$ cat src/logic/ovs_pkg.sv
/*
 Shared constants, types and mode decode for the oversampling average block.
 Assumes a single 125 MHz clock domain.
*/
package ovs_pkg;
   localparam int NCH = 4;
   localparam int SW = 14;
   localparam int FD = 8;
   localparam int CLK_NS = 8;
   localparam int SAMPLE_NS = 250;
   localparam logic [5:0] GAP_CYC = 6'((SAMPLE_NS + CLK_NS - 1) / CLK_NS);
   localparam logic [2:0] RATIO_RST = 3'h0;
   localparam logic [7:0] STATUS_RST = 8'h00;

   typedef enum logic [1:0] {
      ST_IDLE = 2'h0,
      ST_CONV = 2'h1,
      ST_GAP = 2'h2,
      ST_POST = 2'h3
   } ovs_state_e;

   // Log2 of the sample count; zero when averaging is off or the code is invalid
   function automatic logic [2:0] ovs_log2n(input logic style, input logic [2:0] code);
      logic ok;
      ok = style ? (code[2] == 1'b0 && code != 3'h0) : (code != 3'h0 && code <= 3'h5);
      return ok ? code : 3'h0;
   endfunction
endpackage

$ cat src/logic/ovs_link_if.sv
/*
 Interface between the averaging core, its history store and its alert unit.
 Assumes all three parties share one clock.
*/
`timescale 1ns/1ps
interface ovs_link_if;
   logic push;
   logic fill;
   logic [3:0][13:0] smp;
   logic [3:0][2:0][16:0] sums;
   logic chk;
   logic [3:0][15:0] avg;
   logic [15:0] hi_thr;
   logic [15:0] lo_thr;
   logic clr_rd;
   logic clr_sw;
   logic clr_pin;
   logic [7:0] status;
   logic flag;
   modport core (output push, fill, smp, chk, avg, hi_thr, lo_thr, clr_rd, clr_sw,
      clr_pin, input sums, status, flag);
   modport hist (input push, fill, smp, output sums);
   modport alrt (input chk, avg, hi_thr, lo_thr, clr_rd, clr_sw, clr_pin,
      output status, flag);
endinterface

$ cat src/logic/ovs_history.sv
/*
 Eight-deep per-channel history of conversion results with running sums.
 Assumes push is a one-cycle pulse per completed conversion.
*/
`timescale 1ns/1ps
module ovs_history (
   input wire logic clk,   // System clock
   input wire logic reset, // Synchronous reset
   ovs_link_if.hist lk     // History port
);
   typedef struct packed {
      logic [3:0][7:0][13:0] mem;
   } ovs_hist_s;

   ovs_hist_s s_q;
   ovs_hist_s s_d;

   // ----------------------------------------
   // Shift or fill
   // ----------------------------------------
   always_comb begin
      s_d = s_q;
      if (lk.push) begin
         for (int ch = 0; ch < ovs_pkg::NCH; ch++) begin
            for (int e = 0; e < ovs_pkg::FD; e++) begin
               if (lk.fill || e == 0) begin
                  s_d.mem[ch][e] = lk.smp[ch];
               end else begin
                  s_d.mem[ch][e] = s_q.mem[ch][e-1];
               end
            end
         end
      end
   end

   always_ff @(posedge clk) begin
      if (reset) begin
         s_q <= '0;
      end else begin
         s_q <= s_d;
      end
   end

   // ----------------------------------------
   // Sums of the newest 2, 4 and 8 entries
   // ----------------------------------------
   for (genvar ch = 0; ch < ovs_pkg::NCH; ch++) begin : g_sum
      assign lk.sums[ch][0] = 17'($signed(s_q.mem[ch][0])) + 17'($signed(s_q.mem[ch][1]));
      assign lk.sums[ch][1] = lk.sums[ch][0] + 17'($signed(s_q.mem[ch][2]))
         + 17'($signed(s_q.mem[ch][3]));
      assign lk.sums[ch][2] = lk.sums[ch][1] + 17'($signed(s_q.mem[ch][4]))
         + 17'($signed(s_q.mem[ch][5])) + 17'($signed(s_q.mem[ch][6]))
         + 17'($signed(s_q.mem[ch][7]));
   end
endmodule

$ cat src/logic/ovs_alert.sv
/*
 Out-of-range comparator with sticky per-channel status and a shared flag.
 Assumes chk pulses for one cycle when avg holds a fresh result.
*/
`timescale 1ns/1ps
module ovs_alert (
   input wire logic clk,   // System clock
   input wire logic reset, // Synchronous reset
   ovs_link_if.alrt lk     // Alert port
);
   typedef struct packed {
      logic [7:0] status;
      logic pin;
   } ovs_alert_s;

   ovs_alert_s s_q;
   ovs_alert_s s_d;
   logic [7:0] hit;

   // ----------------------------------------
   // Compare, high bit even, low bit odd
   // ----------------------------------------
   for (genvar ch = 0; ch < ovs_pkg::NCH; ch++) begin : g_cmp
      assign hit[2*ch] = $signed(lk.avg[ch]) > $signed(lk.hi_thr);
      assign hit[2*ch+1] = $signed(lk.avg[ch]) < $signed(lk.lo_thr);
   end

   always_comb begin
      s_d = s_q;
      if (lk.clr_sw) begin
         s_d.status = ovs_pkg::STATUS_RST;
         s_d.pin = 1'b0;
      end else begin
         // New hits win over a clear in the same cycle
         s_d.status = (s_q.status & ~{8{lk.clr_rd}}) | (lk.chk ? hit : 8'h00);
         s_d.pin = (s_q.pin & ~lk.clr_pin) | (lk.chk & (|hit));
      end
   end

   always_ff @(posedge clk) begin
      if (reset) begin
         s_q <= '0;
      end else begin
         s_q <= s_d;
      end
   end

   assign lk.status = s_q.status;
   assign lk.flag = s_q.pin;
endmodule

$ cat src/logic/ovs_average.sv
/*
 Oversampling averager: block and rolling averaging, resolution boost and
 out-of-range flag for a four-channel converter.
 Assumes cs_fall and conv_done are one-cycle pulses synchronous to clk, and
 that the converter answers every conv_start with exactly one conv_done.
*/
`timescale 1ns/1ps
module ovs_average (
   input wire logic clk,                          // 125 MHz clock
   input wire logic reset,                        // Synchronous reset, high
   input wire logic cs_fall,                      // Chip-select falling edge pulse
   input wire logic conv_done,                    // Conversion complete pulse
   input wire logic [3:0][13:0] conv_data,        // Raw signed samples
   input wire logic averaging_style_select,       // 0 block, 1 rolling
   input wire logic [2:0] average_ratio_field,    // Ratio code
   input wire logic extra_precision_bit,          // Resolution boost
   input wire logic reference_source_select,      // Reference select
   input wire logic [1:0] output_lane_count_field, // Serial lane mode
   input wire logic alert_output_enable,          // Flag pin enable
   input wire logic [15:0] alert_high_thr,        // Signed high limit
   input wire logic [15:0] alert_low_thr,         // Signed low limit
   input wire logic soft_reset,                   // Software reset pulse
   input wire logic status_read,                  // Status read pulse
   output logic conv_start,                       // Start one conversion
   output logic [3:0][15:0] result,               // Signed results
   output logic result_wide,                      // Result carries 16 bits
   output logic result_ready,                     // New result pulse
   output logic busy,                             // Sequence in progress
   output logic [7:0] alert_status,               // Sticky alert bits
   output logic lane_d_or_flag_pin,               // Flag pin level
   output logic lane_d_or_flag_pin_oe             // Flag pin drive enable
);
   typedef struct packed {
      ovs_pkg::ovs_state_e st;
      logic [5:0] gap;
      logic [5:0] cnt;
      logic [3:0][18:0] acc;
      logic [2:0] k;
      logic blk;
      logic roll;
      logic [3:0][15:0] avg;
      logic wide;
      logic ready;
      logic chk;
      logic start;
      logic [2:0] ratio_p1;
      logic [2:0] ratio_eff;
      logic ref_q;
      logic fill_pend;
   } ovs_core_s;

   ovs_core_s s_q;
   ovs_core_s s_d;
   ovs_link_if lk ();
   logic push;
   logic [2:0] k_new;

   // ----------------------------------------
   // Helpers
   // ----------------------------------------
   ovs_history u_hist (
      .clk(clk),
      .reset(reset),
      .lk(lk.hist)
   );

   ovs_alert u_alert (
      .clk(clk),
      .reset(reset),
      .lk(lk.alrt)
   );

   assign push = (s_q.st == ovs_pkg::ST_CONV) && conv_done && !soft_reset;
   assign k_new = ovs_pkg::ovs_log2n(averaging_style_select, s_q.ratio_eff);

   assign lk.push = push;
   assign lk.fill = s_q.fill_pend;
   assign lk.smp = conv_data;
   assign lk.chk = s_q.chk;
   assign lk.avg = s_q.avg;
   assign lk.hi_thr = alert_high_thr;
   assign lk.lo_thr = alert_low_thr;
   assign lk.clr_rd = status_read;
   assign lk.clr_sw = soft_reset;
   assign lk.clr_pin = cs_fall;

   // ----------------------------------------
   // Sequencer and averaging
   // ----------------------------------------
   always_comb begin
      logic signed [18:0] sm;
      logic signed [20:0] w;
      sm = '0;
      w = '0;
      s_d = s_q;
      s_d.start = 1'b0;
      s_d.ready = 1'b0;
      s_d.chk = 1'b0;
      s_d.ref_q = reference_source_select;
      if (s_q.gap != ovs_pkg::GAP_CYC) begin
         s_d.gap = s_q.gap + 6'h1;
      end
      unique case (s_q.st)
         ovs_pkg::ST_IDLE: begin
            if (cs_fall) begin
               s_d.start = 1'b1;
               s_d.gap = 6'h1;
               s_d.cnt = 6'h0;
               s_d.acc = '0;
               s_d.k = k_new;
               s_d.blk = !averaging_style_select && k_new != 3'h0;
               s_d.roll = averaging_style_select && k_new != 3'h0;
               s_d.st = ovs_pkg::ST_CONV;
            end
         end
         ovs_pkg::ST_CONV: begin
            if (conv_done) begin
               for (int ch = 0; ch < ovs_pkg::NCH; ch++) begin
                  s_d.acc[ch] = 19'($signed(s_q.acc[ch]) + $signed(conv_data[ch]));
               end
               s_d.cnt = s_q.cnt + 6'h1;
               if (s_q.blk && (s_q.cnt + 6'h1) < (6'h1 << s_q.k)) begin
                  s_d.st = ovs_pkg::ST_GAP;
               end else begin
                  s_d.st = ovs_pkg::ST_POST;
               end
            end
         end
         ovs_pkg::ST_GAP: begin
            if (s_q.gap == ovs_pkg::GAP_CYC) begin
               s_d.start = 1'b1;
               s_d.gap = 6'h1;
               s_d.st = ovs_pkg::ST_CONV;
            end
         end
         ovs_pkg::ST_POST: begin
            for (int ch = 0; ch < ovs_pkg::NCH; ch++) begin
               if (s_q.roll) begin
                  sm = 19'($signed(lk.sums[ch][s_q.k - 3'h1]));
               end else begin
                  sm = $signed(s_q.acc[ch]);
               end
               w = (21'(sm) <<< 2) >>> s_q.k;
               if (s_q.k != 3'h0 && (s_q.roll || extra_precision_bit)) begin
                  s_d.avg[ch] = w[15:0];
               end else begin
                  s_d.avg[ch] = {{2{w[15]}}, w[15:2]};
               end
            end
            s_d.wide = s_q.k != 3'h0 && (s_q.roll || extra_precision_bit);
            s_d.ready = 1'b1;
            s_d.chk = 1'b1;
            s_d.acc = '0;
            s_d.ratio_p1 = average_ratio_field;
            s_d.ratio_eff = s_q.ratio_p1;
            s_d.st = ovs_pkg::ST_IDLE;
         end
      endcase
      // Set requests win over the clear taken by the filling conversion
      s_d.fill_pend = (s_q.fill_pend && !push) || soft_reset
         || (reference_source_select != s_q.ref_q);
      if (soft_reset) begin
         s_d.st = ovs_pkg::ST_IDLE;
         s_d.start = 1'b0;
         s_d.ready = 1'b0;
         s_d.chk = 1'b0;
         s_d.acc = '0;
      end
   end

   always_ff @(posedge clk) begin
      if (reset) begin
         s_q <= '0;
         s_q.st <= ovs_pkg::ST_IDLE;
         s_q.gap <= ovs_pkg::GAP_CYC;
         s_q.ratio_p1 <= ovs_pkg::RATIO_RST;
         s_q.ratio_eff <= ovs_pkg::RATIO_RST;
         s_q.fill_pend <= 1'b1;
      end else begin
         s_q <= s_d;
      end
   end

   // ----------------------------------------
   // Outputs
   // ----------------------------------------
   assign conv_start = s_q.start;
   assign result = s_q.avg;
   assign result_wide = s_q.wide;
   assign result_ready = s_q.ready;
   assign busy = s_q.st != ovs_pkg::ST_IDLE;
   assign alert_status = lk.status;
   assign lane_d_or_flag_pin_oe = output_lane_count_field != 2'h0 && alert_output_enable;
   assign lane_d_or_flag_pin = lk.flag && lane_d_or_flag_pin_oe;
endmodule

$ cat config.mk
export PLATFORM = sky130hd
export DESIGN_NAME = ovs_average
export DESIGN_NICKNAME = d
export VERILOG_FILES = /design/src/logic/ovs_pkg.sv /design/src/logic/ovs_link_if.sv /design/src/logic/ovs_history.sv /design/src/logic/ovs_alert.sv /design/src/logic/ovs_average.sv
export SDC_FILE = /design/constraint.sdc
export NUM_CORES = 2
export LEC_CHECK = 0
export ABC_CLOCK_PERIOD_IN_PS = 23100
export BUFFER_PORTS_ARGS = -buffer_cell sky130_fd_sc_hd__buf_4
export CAP_MARGIN = 40
export CORE_MARGIN = 2
export CORE_UTILIZATION = 60
export DETAILED_ROUTE_END_ITERATION = 10
export MAX_ROUTING_LAYER = met4
export PLACE_DENSITY_LB_ADDON = 0.08
export SETUP_SLACK_MARGIN = 0.5
export SYNTH_ARGS = -nofsm -noshare
export SYNTH_HDL_FRONTEND = slang
export SYNTH_SLANG_ARGS = --single-unit
export TNS_END_PERCENT = 20
$ cat constraint.sdc
create_clock -name clk -period 23.1 [get_ports clk]
set_input_delay 0 -clock clk [delete_from_list [all_inputs] [get_ports clk]]
set_output_delay 0 -clock clk [all_outputs]
set_load 0.05 [all_outputs]
==> results.cfg <==
[routing]
first_pass_iters = 6
vias = 45500
vias_per_cell = 6.21
drt-initial-drc-count = 4185
routedWlPerCell_um = 21.2
ant_nets = 0
drc = 0
wl_mm = 156

[floorplanning]
ios = 181
die_height_um = 293
fp-row-count = 106
initial_core_util_pct = 60.3
design.core.area_um2 = 83200
fp.dieW_um = 293
die-area_um2 = 85900

[placement]
dp_hpwl_mm = 114
place_congestion = 0.984
dp.cells = 7115
place_area_um2 = 51800
dp_slack_ns = 14.28
io_buffers = 180

[clocking]
cts_tree = yes
postCtsSetupRepairBufs = 0
cts.sinks = 627
clkTransAtPathRegs_ns = 0.06
cts_root_buf = clkbuf_16
clk_latency_ns = 0.65
numCtsBuffers = 77
htreeDepth = 3
clockBufferDepth = 3

[timing]
worstMarginPinSlew_ns = 1.21
tns_ns = 0
setup_viol = 0
finalHoldViolCount = 0
fin_ws_ns = 14.05
relSlewSlack_pct = 19.4
min_period_ns = 9.05
slew_viol_final = 0
finClkSkew_ns = 0.0369
timing.fmax_ghz = 0.110
rsz0062_at_grt = false
post-route-period-util_pct = 39.2

[setup_path]
cp.arrival_ns = 9.54
r2r_cells = 31
crit_type = register to register
cp.required_ns = 23.59
worst_path_max_delay_cell = or4_4
cpMostUsedCell = fa_1
cp-end-kind = register
crit_fanout = 5
start_kind = register
cpPeakStageDelay_ns = 0.56
reg2reg_setup_slack_ns = 14.05

[synthesis]
synth_top_area_share_pct = 25.0
synth_flop_cell = dfxtp_1
synth-seq-area-share_pct = 25.0
synth_cell_types = 101
synth_edf_count = 0
syn_area_per_cell_um2 = 8.05
ys_ff_latch = 627
netlist_instances = 6231
ys_warn_count = 0
syn_nets = 6987
synth.largest_area_cell = dfxtp_1
synth_area_um2 = 50100
synthTopCellsByArea = dfxtp_1, fa_1, ha_1
async_flop_share_pct = 0

[cells_and_area]
syn_to_final_growth_pct = 9.75
drive_gt1_share_pct = 7.53
fill_cells = 7212
ff_latch_area_um2 = 12600
final_cell_mix = nor2_1, a21oi_1, inv_1
layout_commonest_cell = nor2_1
multiInputGateArea_um2 = 33300
final_cell_area_um2 = 55000
num-nets-final = 6945
stdcell_count = 7330

[global_route]
grt_pass1_vias = 42200
grt_max_degree = 254
antenna_found_initial = 6
track_usage_pct = 36.7
grt_pass1_wl_mm = 243
grt-ovfl-total = 0

[run]
cap_violations = 0

[pwr]
powerDensity_nw_per_um2 = 50.5
ir_drop_uv = 64.3
leakagePower_nw = 23.7

[outcome]
status = finished clean

[min_path]
hp-class = primary input to register
hold_path_depth = 3
registers in the layout, indices dropped and copies added, names as in the netlist:
signal and cells:
u_hist.s_q 448, result_wide 1, result_ready 1, u_alert.lk.flag 1, s_q 102, lk.fill 1
u_alert.lk.status 8, conv_start 1, result 64
synth_stat cells, drive strengths merged (37+ instances only):
master	n
nor2	741
a21oi	728
inv	640
dfxtp	627
a211oi	464
ha	393
clkbuf	341
nand2	341
fa	260
o21ai	222
xnor2	149
a21o	114
buf	105
mux2i	91
a22oi	81
nor3	75
xor2	72
and2	69
nand3	61
o21a	57
nand2b	40
o211ai	39
nor2b	38
a31oi	37
logic make-up (layout without fill, tap and decap cells):
| kind of cell | Yosys count | after routing | share of synthesized area (%) |
|---|---|---|---|
| buffers and inverters | 1088 | 1102 | 8.64 |
| and+or+nand+nor | 1512 | 1512 | 13.3 |
| DFF | 627 | 627 | 25.0 |
| other | 0 | 5 | 0 |
| AOI/OAI and AO/OA | 2004 | 2004 | 26.0 |
| xor gates and xnor gates | 223 | 223 | 3.95 |
| muxes | 124 | 124 | 2.85 |
| adders and majority gates | 653 | 653 | 20.2 |
critical path: cells and delay by family (launching register included):
family                   cells  cell delay, ns
AND/OR/NAND/NOR              4            1.29
flip-flops                   1            0.33
XOR/XNOR                     2            0.41
AO/OA/AOI/OAI               14            3.40
buffers and inverters        3            0.13
adder cells (fa/ha/maj)      8            3.34
path summary, 6_finish.rpt:
check                           from         end
max                  u_hist.s_q[336]  result[61]
min          reference_source_select      s_q[1]
max reg2reg          u_hist.s_q[336]  result[61]
min reg2reg                   s_q[7]      s_q[4]
stage by stage:
step	utilization (%)	hold WS, ns	total power [mW]
2_1_floorplan	-	0.125	1.44
3_3_place_gp	61.8	0.232	1.55
3_5_place_dp	62.2	0.244	1.56
4_1_cts	66.1	0.121	2.79
5_1_grt	66.2	0.159	2.89
6_report	66.2	0.158	2.78
power by group:
| part | switching (mW) | internal [mW] |
|---|---|---|
| sequential | 0.0194 | 1.10 |
| clock | 0.505 | 0.720 |
| combinational | 0.263 | 0.168 |
| total | 0.787 | 1.99 |
what timing repair did:
action / CTS / global route
hold buffers: 75 / 0
resized for setup: 0 / 0
endpoints found under the hold margin: 512 / 0
cell type report:
class,count,area share (%)
flip-flops and latches,627,22.8
inverters,642,4.39
multi-input cells,4516,60.5
clock inverters,27,0.550
clock buffers,108,3.99
repair buffers,325,5.24
diodes,5,0.0227
well taps,1080,2.46
per-layer routing:
metal  vias up  global-route usage [%]  share of wire [%]
met5         -                       -                  0
met3       344                    5.53                8.6
met2      1850                    56.3                 44
met4         0                    11.7                3.6
met1     21600                    49.9                 43
li1      21700                       -                  -
Note: power is estimated with default switching activity, not from simulation.
